[src/rtl/imls_pkg.sv]
// Package for the interrupt mask and live status register group.
// Assumes an 8-bit register port with byte addresses from the control port.
package imls_pkg;

    // Register byte addresses
    localparam logic [7:0] IMLS_OFS_MASK_LOW = 8'h20;
    localparam logic [7:0] IMLS_OFS_MASK_HIGH = 8'h21;
    localparam logic [7:0] IMLS_OFS_LIVE_LOW = 8'h22;
    localparam logic [7:0] IMLS_OFS_LIVE_HIGH = 8'h23;

    // Reset values
    localparam logic [7:0] IMLS_RST_MASK_LOW = 8'hfc;
    localparam logic [7:0] IMLS_RST_MASK_HIGH = 8'hb1;
    localparam logic [7:0] IMLS_RST_LIVE = 8'h00;
    localparam logic IMLS_RST_IRQ = 1'b0;

    // Mask encoding
    localparam logic IMLS_NOT_MASKED = 1'b0;
    localparam logic IMLS_MASKED = 1'b1;

    // Live high register: bits that carry events, others read zero
    localparam logic [7:0] IMLS_LIVE_HIGH_USED = 8'h8f;

    // Field positions, low group
    localparam int IMLS_BIT_LIM_MUTE = 7;
    localparam int IMLS_BIT_LIM_HOLD = 6;
    localparam int IMLS_BIT_LIM_MAXATT = 5;
    localparam int IMLS_BIT_BAT_INFL = 4;
    localparam int IMLS_BIT_LIM_ACTIVE = 3;
    localparam int IMLS_BIT_TDM_CLK = 2;
    localparam int IMLS_BIT_OVER_CUR = 1;
    localparam int IMLS_BIT_OVER_TEMP = 0;

    // Field positions, high group
    localparam int IMLS_BIT_PDM_DATA = 7;
    localparam int IMLS_BIT_BAT_OVLO = 3;
    localparam int IMLS_BIT_BAT_UVLO = 2;
    localparam int IMLS_BIT_BAT_BROWN = 1;
    localparam int IMLS_BIT_PDM_CLK = 0;

    // Register port request
    typedef struct packed {
        logic wr;
        logic rd;
        logic [7:0] addr;
        logic [7:0] wdata;
    } imls_req_type;

    // Register port answer
    typedef struct packed {
        logic valid;
        logic [7:0] rdata;
    } imls_rsp_type;

endpackage

[src/rtl/imls_sync.sv]
// Two-stage synchroniser for a vector of level inputs.
// Assumes inputs are levels from outside the mclk domain.
`timescale 1ns/1ps
module imls_sync
    import imls_pkg::*;
#(
    parameter int WIDTH = 8
)
(
    // Clock and reset
    input wire logic mclk,
    input wire logic srst,
    // Data
    input wire logic [WIDTH-1:0] async_in,
    output logic [WIDTH-1:0] sync_out
);

    logic [WIDTH-1:0] stage1;

    // First stage feeds only the second
    always_ff @(posedge mclk)
    begin
        if (srst)
        begin
            stage1 <= '0;
            sync_out <= '0;
        end
        else
        begin
            stage1 <= async_in;
            sync_out <= stage1;
        end
    end

endmodule // imls_sync

[src/rtl/imls_top.sv]
// Interrupt mask and live status register group.
// Assumes a register port decoded from the control port, one access per cycle,
// and event sources as asynchronous levels, high while the condition holds.
// Operation
// RQ1: Mask bit zero reports the event, one suppresses it.
// RQ2: Low mask bits 7,6,5,3 are limiter mute, hold, max attenuation, active; reset one.
// RQ3: Low mask bit 4 battery inflection, bit 2 TDM clock error; reset one.
// RQ4: Low mask bit 1 over-current, bit 0 over-temperature; reset zero.
// RQ5: Low mask register is read/write, resets to fc.
// RQ6: High mask bit 7 PDM data invalid, resets one.
// RQ7: High mask bit 0 PDM clock error, resets one.
// RQ8: High mask bits 3,2,1 overvoltage, undervoltage, brown-out; reset zero.
// RQ9: High mask resets b1; reserved bits 6..4 writable; host writes them back.
// RQ10: Low live register read-only, resets zero, bit 7 limiter mute.
// RQ11: Live bits 6 and 5 show infinite hold and max attenuation.
// RQ12: Live bit 4 battery below inflection, bit 3 limiter active.
// RQ13: Live bits 2,1,0 show TDM clock, over-current, over-temperature.
// RQ14: High live register read-only, resets zero, bits 6..4 read zero.
// RQ15: High live bit 3 overvoltage, 2 undervoltage, 1 brown-out, 0 PDM clock.
// RQ16: Interrupt request only from unmasked active events; masked stay visible.
`timescale 1ns/1ps
module imls_top
    import imls_pkg::*;
(
    // Clock and reset
    input wire logic mclk,
    input wire logic srst,
    // Register port
    input wire imls_req_type reg_req,
    output imls_rsp_type reg_rsp,
    // Event sources, low group
    input wire logic [7:0] event_low,
    // Event sources, high group
    input wire logic [7:0] event_high,
    // Interrupt request and masks
    output logic irq,
    output logic [7:0] mask_low_out,
    output logic [7:0] mask_high_out
);

    logic [7:0] event_low_sync;
    logic [7:0] event_high_sync;
    logic [7:0] event_mask_low;
    logic [7:0] event_mask_high;
    logic [7:0] live_event_low;
    logic [7:0] live_event_high;
    logic [7:0] next_rdata;
    logic next_irq;
    wire logic [7:0] pending_low;
    wire logic [7:0] pending_high;

    // Event inputs pass two flip-flops
    imls_sync #(.WIDTH(8)) u_sync_low
    (
        .mclk(mclk),
        .srst(srst),
        .async_in(event_low),
        .sync_out(event_low_sync)
    );

    imls_sync #(.WIDTH(8)) u_sync_high
    (
        .mclk(mclk),
        .srst(srst),
        .async_in(event_high),
        .sync_out(event_high_sync)
    );

    // Mask registers
    always_ff @(posedge mclk)
    begin
        if (srst)
        begin
            event_mask_low <= IMLS_RST_MASK_LOW; // [RQ2] [RQ3] [RQ4] [RQ5]
            event_mask_high <= IMLS_RST_MASK_HIGH; // [RQ6] [RQ7] [RQ8] [RQ9]
        end
        else if (reg_req.wr)
        begin
            if (reg_req.addr == IMLS_OFS_MASK_LOW)
            begin
                event_mask_low <= reg_req.wdata; // [RQ5]
            end
            if (reg_req.addr == IMLS_OFS_MASK_HIGH)
            begin
                event_mask_high <= reg_req.wdata; // [RQ9]
            end
        end
    end

    // Live readback follows present event state
    always_ff @(posedge mclk)
    begin
        if (srst)
        begin
            live_event_low <= IMLS_RST_LIVE; // [RQ10]
            live_event_high <= IMLS_RST_LIVE; // [RQ14]
        end
        else
        begin
            live_event_low <= event_low_sync; // [RQ10] [RQ11] [RQ12] [RQ13]
            live_event_high <= event_high_sync & IMLS_LIVE_HIGH_USED; // [RQ14] [RQ15]
        end
    end

    // Read data decode; live registers ignore writes
    always_comb
    begin
        unique case (reg_req.addr)
            IMLS_OFS_MASK_LOW: next_rdata = event_mask_low;
            IMLS_OFS_MASK_HIGH: next_rdata = event_mask_high;
            IMLS_OFS_LIVE_LOW: next_rdata = live_event_low; // [RQ10]
            IMLS_OFS_LIVE_HIGH: next_rdata = live_event_high; // [RQ14]
            default: next_rdata = 8'h00;
        endcase
    end

    always_ff @(posedge mclk)
    begin
        if (srst)
        begin
            reg_rsp <= '0;
        end
        else
        begin
            reg_rsp.valid <= reg_req.rd;
            reg_rsp.rdata <= reg_req.rd ? next_rdata : 8'h00;
        end
    end

    // Per-source pending flag: event live and its mask bit clear
    for (genvar gi = 0; gi < 8; gi++)
    begin : g_pending
        assign pending_low[gi] = live_event_low[gi]
            & (event_mask_low[gi] == IMLS_NOT_MASKED); // [RQ1]
        assign pending_high[gi] = live_event_high[gi] & IMLS_LIVE_HIGH_USED[gi]
            & (event_mask_high[gi] == IMLS_NOT_MASKED); // [RQ1]
    end

    // Interrupt request from unmasked events only
    always_comb
    begin
        next_irq = |{pending_high, pending_low}; // [RQ1] [RQ16]
    end

    always_ff @(posedge mclk)
    begin
        if (srst)
        begin
            irq <= IMLS_RST_IRQ;
            mask_low_out <= IMLS_RST_MASK_LOW;
            mask_high_out <= IMLS_RST_MASK_HIGH;
        end
        else
        begin
            irq <= next_irq; // [RQ16]
            mask_low_out <= event_mask_low;
            mask_high_out <= event_mask_high;
        end
    end

    // Checks
    property p_mask_low_reset;
        @(posedge mclk) srst |=> (event_mask_low == IMLS_RST_MASK_LOW);
    endproperty
    a_mask_low_reset: assert property (p_mask_low_reset) // [RQ5]
        else $error("low mask not fc after reset");

    property p_mask_high_reset;
        @(posedge mclk) srst |=> (event_mask_high == IMLS_RST_MASK_HIGH);
    endproperty
    a_mask_high_reset: assert property (p_mask_high_reset) // [RQ9]
        else $error("high mask not b1 after reset");

    property p_mask_write;
        @(posedge mclk) disable iff (srst)
        (reg_req.wr && reg_req.addr == IMLS_OFS_MASK_LOW)
            |=> (event_mask_low == $past(reg_req.wdata));
    endproperty
    a_mask_write: assert property (p_mask_write) // [RQ5]
        else $error("low mask write lost");

    property p_mask_high_write;
        @(posedge mclk) disable iff (srst)
        (reg_req.wr && reg_req.addr == IMLS_OFS_MASK_HIGH)
            |=> (event_mask_high == $past(reg_req.wdata));
    endproperty
    a_mask_high_write: assert property (p_mask_high_write) // [RQ9]
        else $error("high mask write lost");

    property p_live_low_follow;
        @(posedge mclk) disable iff (srst)
        !srst |-> ##3 (live_event_low == $past(event_low, 3));
    endproperty
    a_live_low_follow: assert property (p_live_low_follow) // [RQ13]
        else $error("low live does not follow events in three cycles");

    property p_live_high_reserved;
        @(posedge mclk) disable iff (srst)
        (live_event_high[6:4] == 3'h0);
    endproperty
    a_live_high_reserved: assert property (p_live_high_reserved) // [RQ14]
        else $error("high live reserved bits set");

    property p_masked_quiet;
        @(posedge mclk) disable iff (srst)
        ((live_event_low & ~event_mask_low) == 8'h00
            && (live_event_high & ~event_mask_high & IMLS_LIVE_HIGH_USED) == 8'h00) |=> !irq;
    endproperty
    a_masked_quiet: assert property (p_masked_quiet) // [RQ16]
        else $error("irq raised by masked events");

    property p_unmasked_fires;
        @(posedge mclk) disable iff (srst)
        (live_event_low[0] && !event_mask_low[0]) |=> irq;
    endproperty
    a_unmasked_fires: assert property (p_unmasked_fires) // [RQ1]
        else $error("unmasked over-temperature did not raise irq");

    property p_read_live;
        @(posedge mclk) disable iff (srst)
        (reg_req.rd && reg_req.addr == IMLS_OFS_LIVE_LOW)
            |=> (reg_rsp.valid && reg_rsp.rdata == $past(live_event_low));
    endproperty
    a_read_live: assert property (p_read_live) // [RQ10]
        else $error("live low read data wrong");

    property p_live_high_follow;
        @(posedge mclk) disable iff (srst)
        !srst |-> ##3 (live_event_high == ($past(event_high, 3) & IMLS_LIVE_HIGH_USED));
    endproperty
    a_live_high_follow: assert property (p_live_high_follow) // [RQ15]
        else $error("high live does not follow events in three cycles");

    property p_unmasked_any;
        @(posedge mclk) disable iff (srst)
        ((live_event_low & ~event_mask_low) != 8'h00
            || (live_event_high & ~event_mask_high & IMLS_LIVE_HIGH_USED) != 8'h00) |=> irq;
    endproperty
    a_unmasked_any: assert property (p_unmasked_any) // [RQ16]
        else $error("unmasked live event did not raise irq");

    property p_read_live_high;
        @(posedge mclk) disable iff (srst)
        (reg_req.rd && reg_req.addr == IMLS_OFS_LIVE_HIGH)
            |=> (reg_rsp.valid && reg_rsp.rdata == $past(live_event_high));
    endproperty
    a_read_live_high: assert property (p_read_live_high) // [RQ14]
        else $error("live high read data wrong");

    property p_read_mask_low;
        @(posedge mclk) disable iff (srst)
        (reg_req.rd && reg_req.addr == IMLS_OFS_MASK_LOW)
            |=> (reg_rsp.valid && reg_rsp.rdata == $past(event_mask_low));
    endproperty
    a_read_mask_low: assert property (p_read_mask_low) // [RQ5]
        else $error("low mask read data wrong");

    property p_read_mask_high;
        @(posedge mclk) disable iff (srst)
        (reg_req.rd && reg_req.addr == IMLS_OFS_MASK_HIGH)
            |=> (reg_rsp.valid && reg_rsp.rdata == $past(event_mask_high));
    endproperty
    a_read_mask_high: assert property (p_read_mask_high) // [RQ9]
        else $error("high mask read data wrong");

    property p_mask_low_hold;
        @(posedge mclk) disable iff (srst)
        !(reg_req.wr && reg_req.addr == IMLS_OFS_MASK_LOW) |=> $stable(event_mask_low);
    endproperty
    a_mask_low_hold: assert property (p_mask_low_hold) // [RQ5]
        else $error("low mask changed without a write");

    property p_mask_high_hold;
        @(posedge mclk) disable iff (srst)
        !(reg_req.wr && reg_req.addr == IMLS_OFS_MASK_HIGH) |=> $stable(event_mask_high);
    endproperty
    a_mask_high_hold: assert property (p_mask_high_hold) // [RQ9]
        else $error("high mask changed without a write");

    property p_live_ignores_write;
        @(posedge mclk) disable iff (srst)
        (reg_req.wr && (reg_req.addr == IMLS_OFS_LIVE_LOW || reg_req.addr == IMLS_OFS_LIVE_HIGH))
            |=> ($stable(event_mask_low) && $stable(event_mask_high));
    endproperty
    a_live_ignores_write: assert property (p_live_ignores_write) // [RQ10] [RQ14]
        else $error("write to live register changed a mask");

    property p_irq_reset;
        @(posedge mclk) srst |=> (irq == IMLS_RST_IRQ);
    endproperty
    a_irq_reset: assert property (p_irq_reset) // [RQ16]
        else $error("irq not low after reset");

    property p_live_reset;
        @(posedge mclk) srst
            |=> (live_event_low == IMLS_RST_LIVE && live_event_high == IMLS_RST_LIVE);
    endproperty
    a_live_reset: assert property (p_live_reset) // [RQ10] [RQ14]
        else $error("live registers not zero after reset");

    property p_mask_out_follow;
        @(posedge mclk) disable iff (srst)
        !srst |-> (mask_low_out == $past(event_mask_low)
            && mask_high_out == $past(event_mask_high));
    endproperty
    a_mask_out_follow: assert property (p_mask_out_follow) // [RQ5] [RQ9]
        else $error("mask outputs do not follow mask registers");

    property p_rsp_idle;
        @(posedge mclk) disable iff (srst)
        !reg_req.rd |=> (!reg_rsp.valid && reg_rsp.rdata == 8'h00);
    endproperty
    a_rsp_idle: assert property (p_rsp_idle) // [RQ10] [RQ14]
        else $error("read answer without a read");

endmodule // imls_top

[config.mk]
export PLATFORM = sky130hd
export DESIGN_NAME = imls_top
export DESIGN_NICKNAME = d
export VERILOG_FILES = /design/src/rtl/imls_pkg.sv /design/src/rtl/imls_sync.sv /design/src/rtl/imls_top.sv
export SDC_FILE = /design/constraint.sdc
export NUM_CORES = 1
export LEC_CHECK = 0
export BUFFER_PORTS_ARGS = -buffer_cell sky130_fd_sc_hd__buf_2
export CAP_MARGIN = 20
export CORE_ASPECT_RATIO = 1.2
export CORE_MARGIN = 2
export CORE_UTILIZATION = 35
export CTS_CLUSTER_SIZE = 20
export DETAILED_ROUTE_END_ITERATION = 8
export PLACE_DENSITY = 0.61
export SLEW_MARGIN = 20
export SYNTH_ARGS = -nofsm -noshare
export SYNTH_HDL_FRONTEND = slang
export SYNTH_SLANG_ARGS = --single-unit
[constraint.sdc]
create_clock -name mclk -period 2 [get_ports mclk]
set_input_delay 0.1 -clock mclk [delete_from_list [all_inputs] [get_ports mclk]]
set_output_delay 0.1 -clock mclk [all_outputs]
set_load 0.05 [all_outputs]
* Yosys cells after proc, flatten, opt, wreduce, memory -nomap -nowiden
Cells that the tools add are included.
Storage, ports and cells: register bits after elaboration 90, input port bits 36, output and inout port bits 26
Operators by class: equality and inequality tests 4, mux-type cells 1, bitwise logic cells 27, reductions and logical operators 4
Operators by type and width (number):
- $eq A8 B6 Y1 const B | 4
- $pmux W8 S4 | 1
- $not A1 Y1 | 14
- $and A1 B1 Y1 | 13
- $reduce_or A13 Y1 | 1
- $reduce_and A2 Y1 | 2
- $reduce_or A2 Y1 | 1

* Logic depth before layout (Yosys ltp)
Gate-level depths: netlist (run 1).
depth in word-level cells 3, depth in mapped cells 5, gate-level depth less buffers 4

* By module
Synthesis (run 1) repeated with hierarchy kept, for this count alone.
Unflattened totals: cells, all modules 255, area, all modules 2892.8 µm²
By module, submodules not included:
- imls_top | times used 1, cells an instance 189, area each 1964.4 µm²
- imls_sync | times used 2, cells an instance 33, area each 464.2 µm²

* Worst setup path before layout (run 1)
No wires, ideal clock.
path type input to register, start in reg_req[12] in the netlist's numbering, end reg event_mask_low[0], setup time 121 ps, data arrival time 1485 ps, setup slack 394 ps, stages on the path 5, path buffers 1, path through or4b_4 nor3_4 and4bb_1 buf_6 mux2_4
Between the ends: word-level cells in the longest chain between the ends 2
RTL lines:
- start: declaration | RTL line imls_top.sv:29 | input wire imls_req_type reg_req,
- $eq A8 B6 Y1 | RTL line imls_top.sv:79 | if (reg_req.addr == IMLS_OFS_MASK_LOW)
- $reduce_and A2 Y1 (no line)
- end signal: assignment | RTL line imls_top.sv:81 | event_mask_low <= reg_req.wdata;
- end: declaration | RTL line imls_top.sv:43 | logic [7:0] event_mask_low;
No other way between the ends. A chain may end at the register's enable or synchronous reset.

* Final worst setup path (run 1)
start in reg_req[12] in the netlist's numbering, end reg event_mask_high[2]
Between the ends: word-level cells in the longest chain between the ends 2
RTL lines:
- $eq A8 B6 Y1 | RTL line imls_top.sv:83 | if (reg_req.addr == IMLS_OFS_MASK_HIGH)
- $reduce_and A2 Y1 (no line)
- end signal: assignment | RTL line imls_top.sv:85 | event_mask_high <= reg_req.wdata;
- end: declaration | RTL line imls_top.sv:44 | logic [7:0] event_mask_high;
No other way between the ends.

==> impl_metrics.ini, run 1 <==
[worst_setup_path]
crit_fanout = 8
cp_slowest_cell = or4b_4
cp.buffers_inverters = 2
worstSetupPathDepth = 6
r2r-start = event_mask_high[1]$_SDFFE_PP0P_
crit_path_end_kind = flip-flop
rr_worst_depth = 2
path_delay_family = simple AND/OR/NAND/NOR gates
required_ns = 2.23
endpoint = event_mask_high[2]$_SDFFE_PP0P_
r2r-end = reg_rsp[1]$_SDFF_PP0_
r2r_setup_slack_ns = 0.89
crit_path_start = reg_req[12]
crit_chain = buf_2, or4b_4, nor3_4, nand4b_1, buf_4, mux2_4
path_class = in2reg
critPathMaxStageDelay_ns = 0.54
arrival_ns = 1.64
startpoint_type = input pin

[sta]
setup_tns_ns = 0
finalSetupViolCount = 0
min_period_ns = 1.408
rsz0062_at_grt = no
whs_ns = 0.02183
timing.fmax_mhz = 710.2
skew_ns = 0.009905
slew_headroom_pct = 64.71
setup_ws_ns = 0.5919
tightest_slew_ns = 0.5293
finalMaxSlewViolations = 0
finalCritPeriodShare_pct = 70.41
finalHoldViolations = 0

[global_routing]
grt_pass1_wl_um = 7638
track_usage_pct = 11.95
grt_remaining_overflow = 0
grt_pass1_vias = 1683
antenna_found_initial = 0
grt_max_degree = 31

[route]
drt_iter0_markers = 79
wl_met1_um = 2057
wl_met3_um = 252
routed_via_density = 4.143
totalWireLength_um = 4465
dr.pass1.iters = 3
topRoutingLayerUsed = met4
num_vias = 1686
post_drt_wl_per_cell_um = 10.97
wl_met2_um = 2028
drtAntennaViolNets = 0
drc = 0

[die]
num_rows = 34
floorplan.initialDensity_pct = 36.42
fp.dieH_um = 99.59
ios = 62
coreArea_um2 = 7317
chipWidth_um = 83.66
die_area_um2 = 8331

[finish]
final_layout_size_suffix_gt1_share_pct = 29.34
syn2layout_area_growth_pct = 26.95
final_nets = 348
diodes = 0
final_core_util_pct = 46.24
fin_area_um2 = 3383

[cts]
clockBufferDepth = 2
tritoncts = done
clock-root-buffer = clkbuf_8
clk_pin_slew_worst_paths_ns = 0.08
clock_latency_ns = 0.35
numCtsBuffers = 9
htree_levels = 3
cts.sinks = 81

[synthesis]
ys_seq_area_share_pct = 60.85
synthArstFlopShare_pct = 0
syn_inst = 236
syn_nets = 272
synth_top_flop_cell = dfxtp_1
synth_seq_cells = 81
synth.distinct_cells = 23
synth-edff-count = 0
yosys_warnings = 0
syn-mean-instance-area_um2 = 11.29
syn-cell-area_um2 = 2665

[power_and_ir_drop]
power.switching_uw = 601.5
p_per_area_nw_per_um2 = 889.5
swShare_pct = 19.99
peakVddDrop_v = 0.0005560
internal_power_mw = 2.408
comb_power_share_pct = 5.2
power.static_leakage_nw = 1.490
seq_power_share_pct = 55.0
p_clk_share_pct = 39.8

[worst_hold_path]
holdPathStages = 3
min_path_type = in2reg
hold_path.startpoint = reg_req[5]

[flow_run]
drv_cap = 0

[place]
place_area_um2 = 3045
place.gp.congestion = 0.7477
io_buffers = 58
pre_cts_ws_ns = 0.2147
hpwl_um = 3208

[run_status]
status = complete, no violations
-- cell usage after synthesis (2+ instances only) --
cell / number / area share [%]
clkbuf_1: 8 / 1.1
nand2b_1: 3 / 0.70
and3_2: 5 / 1.4
buf_6: 2 / 0.85
nor2b_1: 47 / 11
mux2_4: 4 / 2.3
mux2i_1: 15 / 5.6
nor2_1: 26 / 3.7
o22ai_1: 3 / 0.70
inv_1: 24 / 3.4
mux4_2: 5 / 4.2
a21oi_1: 3 / 0.56
dfxtp_1: 81 / 61
-- metal layers --
| layer | GRT usage [%] | vias up |
|---|---|---|
| met5 | 0 | - |
| met4 | 8.189 | 0 |
| met3 | 3.817 | 10 |
| met2 | 18.22 | 51 |
| met1 | 14.36 | 724 |
| li1 | - | 901 |
-- layout make-up --
cell class / instances / area (µm²)
Tap cell: 90 / 112.6
Fill cell: 701 / 3934
Multi-Input combinational cell: 120 / 893.4
Timing Repair Buffer: 76 / 457.9
Inverter: 24 / 90.09
Clock buffer: 14 / 172.7
Clock inverter: 2 / 35.03
Sequential cell: 81 / 1622
-- power by group through the flow --
stage               sequential, mW  combinational, mW  clock, mW
floorplan                     1.70             0.0785          0
global placement              1.69              0.136          0
detailed placement            1.69              0.137          0
CTS                           1.65              0.156       1.24
global route                  1.66              0.173       1.32
finish                        1.65              0.155       1.20
-- worst min path at each step --
stage                                             to  slack [ns]
floorplan                mask_high_out[6]$_SDFF_PP0_        0.18
global placement    u_sync_high.stage1[1]$_SDFF_PP0_        0.31
detailed placement   u_sync_low.stage1[7]$_SDFF_PP0_        0.31
CTS                  event_mask_high[5]$_SDFFE_PP1P_        0.01
global route         event_mask_high[7]$_SDFFE_PP1P_        0.02
finish               event_mask_high[5]$_SDFFE_PP1P_        0.02
-- per-stage QoR --
step,std cells,power [mW]
floorplan,236,1.778
global placement,378,1.828
detailed placement,378,1.829
CTS,407,3.048
global route,407,3.152
finish,407,3.009
-- logic make-up after synthesis --
group	Yosys count	share of synthesized area (%)
AOI/OAI and AO/OA	10	2.535
muxes	24	12.11
DFF	81	60.85
buffers and inverters	35	5.634
and+or+nand+nor	86	18.87
-- registers in the layout, summed over array words and instances, names as in the netlist --
| register | cells |
|---|---|
| event_mask_high | 8 |
| u_sync_high.stage1 | 5 |
| u_sync_low.stage1 | 8 |
| event_mask_low | 8 |
| irq | 1 |
| live_event_high | 5 |
| u_sync_high.sync_out | 5 |
| mask_low_out | 8 |
| live_event_low | 8 |
| u_sync_low.sync_out | 8 |
| reg_rsp | 9 |
| mask_high_out | 8 |
-- cell usage in the layout (no fill, tap or decap) --
| master | netlist | routed |
|---|---|---|
| nor2_1 | 26 | 26 |
| or4b_4 | 1 | 1 |
| and3_2 | 5 | 5 |
| clkinv_2 | 0 | 1 |
| and4bb_1 | 1 | 1 |
| o22ai_1 | 3 | 3 |
| a222oi_1 | 1 | 1 |
| buf_4 | 1 | 5 |
| bufinv_16 | 0 | 1 |
| dfxtp_1 | 81 | 81 |
| nor2b_1 | 47 | 47 |
| a221oi_1 | 1 | 1 |
| mux2_4 | 4 | 4 |
| clkbuf_8 | 0 | 12 |
| nand2b_1 | 3 | 3 |
| buf_2 | 0 | 58 |
| nor3_4 | 1 | 1 |
| nand4b_1 | 1 | 1 |
| dlygate4sd3_1 | 0 | 13 |
| a2111oi_0 | 1 | 1 |
| clkbuf_1 | 8 | 2 |
| mux2i_1 | 15 | 15 |
| nand2_1 | 1 | 1 |
| a21oi_1 | 3 | 3 |
| mux4_2 | 5 | 5 |
| inv_1 | 24 | 24 |
| a31oi_1 | 1 | 1 |
-- tightest hold or removal path, delay by kind of cell --
family | cells | cell delay [ns]
mux | 1 | 0.10
buf+inv | 1 | 0.08
simple gates | 1 | 0.05
-- what timing repair did --
item | in CTS | in global routing
endpoints found under the hold margin | 13 | 0
setup buffers | 0 | 0
gates resized for setup | 0 | 0
hold buffers | 13 | 0
(Power assumes the default switching activity.)
==> run 2: changes to the inputs <==
--- a/config.mk
+++ b/config.mk
@@ -5,6 +5,7 @@
 export SDC_FILE = /design/constraint.sdc
 export NUM_CORES = 1
 export LEC_CHECK = 0
+export ABC_AREA = 1
 export BUFFER_PORTS_ARGS = -buffer_cell sky130_fd_sc_hd__buf_2
 export CAP_MARGIN = 20
 export CORE_ASPECT_RATIO = 1.2
@@ -12,7 +13,7 @@
 export CORE_UTILIZATION = 35
 export CTS_CLUSTER_SIZE = 20
 export DETAILED_ROUTE_END_ITERATION = 8
-export PLACE_DENSITY = 0.61
+export PLACE_DENSITY = 0.6
 export SLEW_MARGIN = 20
 export SYNTH_ARGS = -nofsm -noshare
 export SYNTH_HDL_FRONTEND = slang
==> constraint.sdc (replaced) <==
create_clock -name mclk -period 1.3 [get_ports mclk]
set_input_delay 0.065 -clock mclk [delete_from_list [all_inputs] [get_ports mclk]]
set_output_delay 0.065 -clock mclk [all_outputs]
set_load 0.05 [all_outputs]
==> impl_metrics.ini, run 2 <==
[run_status]
status = complete, no violations

[global_routing]
grt_remaining_overflow = 0
top_usage_layer = met2
grt_pass1_vias = 2115
track_usage_pct = 14.36
antenna_found_initial = 0
grt_util_met1_pct = 16.49
gr-usage-met2_pct = 24.44
grt_max_degree = 31
grtUsageMet3_pct = 4.921
grt_pass1_wl_um = 9756

[worst_setup_path]
crit_path_end_kind = flip-flop
crit_fanout = 2
crit_path_frequent_cell = dlygate4sd3_1
path_class = in2reg
required_ns = 1.58
cp_slowest_cell = dlygate4sd3_1
cp.buffers_inverters = 4
startpoint_type = input pin
crit_chain = buf_2, inv_2, dlygate4sd3_1, nand4_1, dlygate4sd3_1, nor2_1
critPathMaxStageDelay_ns = 0.57
arrival_ns = 1.51
path_delay_family = buffers and inverters

[cts]
clockBufferDepth = 2
clk_pin_slew_worst_paths_ns = 0.07
clock_latency_ns = 0.35
tritoncts = done
clock-root-buffer = clkbuf_8
cts.sinks = 81
numCtsBuffers = 9
htree_levels = 3

[die]
fp.dieH_um = 103.2
chipWidth_um = 86.67
coreArea_um2 = 8063
num_rows = 36
ios = 62
floorplan.initialDensity_pct = 35.60
die_area_um2 = 8944

[synthesis]
yosys-top-cells-count = dfxtp_1 (81), nor2_1 (73), inv_1 (66), nand2_1 (63), nand3_1 (42)
synth.area.top_cells = dfxtp_1 (56%), nor2_1 (9.5%), inv_1 (8.6%)
synth-edff-count = 0
syn-mean-instance-area_um2 = 7.929
synthAdderAreaFrac_pct = 0
synthArstFlopShare_pct = 0
synth_top_family_by_area = simple AND/OR/NAND/NOR gates
synth-compound-area-share_pct = 0.6975
synth_top_area_share_pct = 56.50
synthSimpleGateAreaFrac_pct = 31.17
synth_top_flop_cell = dfxtp_1
yosys.area_share.xor_xnor_pct = 0
yosysMostFrequentCell = dfxtp_1
syn_nets = 398
ys_seq_area_share_pct = 56.50
synth.distinct_cells = 19
muxShareOfSynthArea_pct = 0
syn_inst = 362
yosys_warnings = 0
syn-cell-area_um2 = 2870
yosysTopAreaCell = dfxtp_1
synth_seq_cells = 81

[route]
drtAntennaViolNets = 0
drc = 0
post_drt_wl_per_cell_um = 10.61
routed_via_density = 4.212
dr.pass1.iters = 5
num_vias = 2304
drt_iter0_markers = 115
totalWireLength_um = 5805

[finish]
mostFrequentLayoutCells = dfxtp_1 (81), nor2_1 (72), inv_1 (66), nand2_1 (63), buf_2 (58)
diodes = 0
top_register = reg_rsp
final_layout_size_suffix_gt1_share_pct = 21.68
layout_commonest_cell = dfxtp_1
largest_reg_flops = 9
fin_area_um2 = 3704
final_cells = 547
final_nets = 484
syn2layout_area_growth_pct = 29.03
num-fill-cells = 808

[sta]
whs_ns = 0.02882
finalSetupViolCount = 0
timing.fmax_mhz = 816.9
setup_tns_ns = 0
slew_headroom_pct = 71.28
tightest_slew_ns = 0.4293
rsz0062_at_grt = no
finalCritPeriodShare_pct = 94.16
finalHoldViolations = 0
min_period_ns = 1.224
finalMaxSlewViolations = 0
skew_ns = 0.009175

[power_and_ir_drop]
peakVddDrop_v = 0.0007251
power.static_leakage_nw = 1.904
p_per_area_nw_per_um2 = 1297

[place]
place_area_um2 = 3253
place.gp.congestion = 0.8470
dp_cells = 509
io_buffers = 58
hpwl_um = 4131

[worst_hold_path]
min_path_type = in2reg

[flow_run]
drv_cap = 0
run 2: cell types whose count changed after synthesis, sizes merged, moves of 5 or more:
cell	previous run	this run
nand3	0	44
nand2	1	67
nor2b	47	0
mux4	5	0
mux2i	15	0
inv	24	70
and3	5	0
nor2	26	77
run 2: kinds of logic after synthesis:
kind of cell,after synthesis
AND/OR/NAND/NOR,195
AO/OA/AOI/OAI,4
buffers and inverters,82
flip-flops,81
run 2: layout make-up:
type | instances | area [µm²] | share of cell area [%]
inverter | 70 | 262.8 | 7.095
timing repair buffer | 87 | 565.5 | 15.27
clock inverter | 5 | 80.08 | 2.162
tap | 95 | 118.9 | 3.209
sequential | 81 | 1622 | 43.78
clock buffer | 10 | 137.6 | 3.716
multi-input combinational | 199 | 917.1 | 24.76
run 2: per-layer routing:
| metal | wire, µm | up-vias |
|---|---|---|
| met2 | 2782 | 60 |
| met4 | 103 | 0 |
| met1 | 2587 | 1000 |
| met3 | 331 | 11 |
| li1 | - | 1233 |
| met5 | 0 | - |
run 2: path summary, 6_finish.rpt:
| path | start | to | slack (ns) | cells past startpoint |
|---|---|---|---|---|
| max | reg_req[11] | reg_rsp[0]$_SDFF_PP0_ | 0.08 | 6 |
| min | srst | u_sync_low.sync_out[1]$_SDFF_PP0_ | 0.03 | 2 |
| max reg2reg | event_mask_low[2]$_SDFFE_PP1P_ | irq$_SDFF_PP0_ | 0.18 | 7 |
| min reg2reg | u_sync_low.stage1[3]$_SDFF_PP0_ | u_sync_low.sync_out[3]$_SDFF_PP0_ | 0.40 | 2 |
run 2: repair_timing:
item                                   4_1_cts  5_1_grt
setup buffers                                0        0
setup endpoints to repair                    0        1
hold buffers                                23        0
endpoints found under the hold margin       29        0
gates resized for setup                      0        1
run 2: per-stage QoR:
step	util, %	worst slack, ns	power, mW
final	45.93	0.07587	4.804
after CTS	45.90	0.09878	4.873
after global routing	45.93	0.03670	5.001
after global placement	40.35	0.1786	2.842
after floorplan	-	0.4286	2.753
after detailed placement	40.35	0.1428	2.847
run 2: where the power goes:
| group | internal [mW] | leakage, nW | total, mW | switching, mW |
|---|---|---|---|---|
| combinational | 0.128 | 1.14 | 0.287 | 0.160 |
| clock | 1.12 | 0.104 | 1.97 | 0.848 |
| sequential | 2.53 | 0.660 | 2.55 | 0.0165 |
| total | 3.78 | 1.90 | 4.80 | 1.02 |
run 2: worst register-to-register path, stage by stage (launching register included):
cell     delay (ns)
dfxtp_1        0.37
inv_1          0.07
nand2_1        0.06
nand2_1        0.08
nor3_1         0.15
nand2_1        0.13
nor2_2         0.11
nor2_1         0.05
==> run 3: changes to the inputs <==
--- a/config.mk
+++ b/config.mk
@@ -14,6 +14,7 @@
 export CTS_CLUSTER_SIZE = 20
 export DETAILED_ROUTE_END_ITERATION = 8
 export PLACE_DENSITY = 0.6
+export SETUP_SLACK_MARGIN = 0.1
 export SLEW_MARGIN = 20
 export SYNTH_ARGS = -nofsm -noshare
 export SYNTH_HDL_FRONTEND = slang
==> impl_metrics.ini, run 3 (synthesis results as in run 2) <==
[run_status]
status = complete, no violations

[power_and_ir_drop]
seq_power_share_pct = 53.0
power.switching_mw = 1.029
p_per_area_nw_per_um2 = 1295
p_clk_share_pct = 41.0
swShare_pct = 21.38
comb_power_share_pct = 6.0
internal_power_mw = 3.782
power_mw = 4.810
power.static_leakage_nw = 1.907
peakVddDrop_v = 0.0007203

[die]
ios = 62
chipWidth_um = 86.67
coreArea_um2 = 8063
num_rows = 36
die_area_um2 = 8944
floorplan.initialDensity_pct = 35.60
fp.dieH_um = 103.2

[route]
drtAntennaViolNets = 0
dr.pass1.iters = 4
drt_iter0_markers = 123
post_drt_wl_per_cell_um = 10.62
num_vias = 2336
drc = 0
routed_via_density = 4.271
totalWireLength_um = 5809

[sta]
finalCritPeriodShare_pct = 84.89
rsz0062_at_grt = no
setup_tns_ns = 0
skew_ns = 0.01047
timing.fmax_mhz = 906.1
finalMaxSlewViolations = 0
slew_headroom_pct = 71.77
tightest_slew_ns = 0.4219
min_period_ns = 1.104
finalHoldViolations = 0
finalSetupViolCount = 0

[flow_run]
drv_cap = 0

[finish]
final_core_util_pct = 46.07
layout_commonest_cell = dfxtp_1
num-fill-cells = 811
syn2layout_area_growth_pct = 29.42
largest_reg_flops = 9
top_register = reg_rsp
mostFrequentLayoutCells = dfxtp_1 (77), nor2_1 (71), inv_1 (66), nand2_1 (63), buf_2 (58)
diodes = 0
final_cells = 547
final_layout_size_suffix_gt1_share_pct = 23.01
final_nets = 484

[cts]
clockBufferDepth = 2
clock-root-buffer = clkbuf_8
tritoncts = done
numCtsBuffers = 9
clk_pin_slew_worst_paths_ns = 0.08
htree_levels = 3
cts.sinks = 81
clock_latency_ns = 0.35

[place]
dp_cells = 509
place.gp.congestion = 0.8470
io_buffers = 58
hpwl_um = 4131

[global_routing]
grt_pass1_wl_um = 9756
grt_remaining_overflow = 0
grt_max_degree = 31
track_usage_pct = 14.36
antenna_found_initial = 0
grt_pass1_vias = 2117

[worst_hold_path]
holdPathStages = 2
min_path_type = in2reg
hold_path.startpoint = srst
holdPathEnd = u_sync_low.sync_out[1]$_SDFF_PP0_

[worst_setup_path]
startpoint_type = flip-flop
path_class = reg2reg
required_ns = 1.53
r2r-start = event_mask_low[0]$_SDFFE_PP0P_
rr_worst_depth = 5
r2r_setup_slack_ns = 0.20
crit_path_end_kind = flip-flop
r2r-end = irq$_SDFF_PP0_
crit_fanout = 4
arrival_ns = 1.34
run 3: cell count changes in the layout (fill, tap and decap cells not counted):
cell,delta
nor2_1,-1
dfxtp_1,-4
nor2_2,+1
o21ai_2,+1
o21ai_1,+1
o21ai_0,-2
dfxtp_2,+4
run 3: per-stage QoR:
stage / setup WS (ns) / hold WS, ns / area [µm²]
global placement: 0.1786 / 0.2696 / 3253
floorplan: 0.4286 / 0.1720 / 2870
finish: 0.1964 / 0.02753 / 3715
global route: 0.1011 / 0.03858 / 3715
CTS: 0.1813 / 0.02016 / 3701
detailed placement: 0.1428 / 0.2715 / 3253
run 3: power groups by stage:
stage | clock network, mW | logic [mW] | registers (mW)
floorplan | 0 | 0.132 | 2.62
global placement | 0 | 0.235 | 2.61
detailed placement | 0 | 0.239 | 2.61
CTS | 2.03 | 0.291 | 2.55
global route | 2.12 | 0.326 | 2.55
finish | 1.97 | 0.290 | 2.55
run 3: worst max path at each step:
stage                                         from                         endpoint  cells past startpoint
global route        event_mask_low[2]$_SDFFE_PP1P_                   irq$_SDFF_PP0_                      7
CTS                 event_mask_low[2]$_SDFFE_PP1P_                   irq$_SDFF_PP0_                      7
finish              event_mask_low[0]$_SDFFE_PP0P_                   irq$_SDFF_PP0_                      5
floorplan           event_mask_low[2]$_SDFFE_PP1P_                   irq$_SDFF_PP0_                      7
detailed placement                      reg_req[9]  event_mask_high[0]$_SDFFE_PP1P_                      8
global placement                       reg_req[10]  event_mask_high[7]$_SDFFE_PP1P_                      8
run 3: cell type report:
class / instances / area [µm²] / share of cell area [%]
clock buffer: 10 / 137.6 / 3.705
clock inverter: 5 / 80.08 / 2.156
inverter: 70 / 262.8 / 7.073
multi-input combinational: 199 / 923.4 / 24.86
sequential: 81 / 1627 / 43.79
tap: 95 / 118.9 / 3.200
timing repair buffer: 87 / 565.5 / 15.22
run 3: critical path, cell delays in order (launching register included):
cell     delay (ns)
dfxtp_1        0.41
nor2_1         0.07
nor3_1         0.19
nand2_1        0.13
nor2_2         0.14
nor2_1         0.05
run 3: per-layer routing:
layer,up-vias,track usage [%],wire (µm)
li1,1237,-,-
met1,1026,16.49,2564
met2,61,24.44,2794
met3,12,4.921,345
met4,0,6.010,106
met5,-,0,0
run 3: timing repair:
| item | CTS | global route |
|---|---|---|
| hold buffers | 23 | 0 |
| buffers inserted | 0 | 0 |
| hold endpoints to repair | 29 | 0 |
| endpoints found under the setup margin | 0 | 1 |
| gates resized for setup | 0 | 9 |
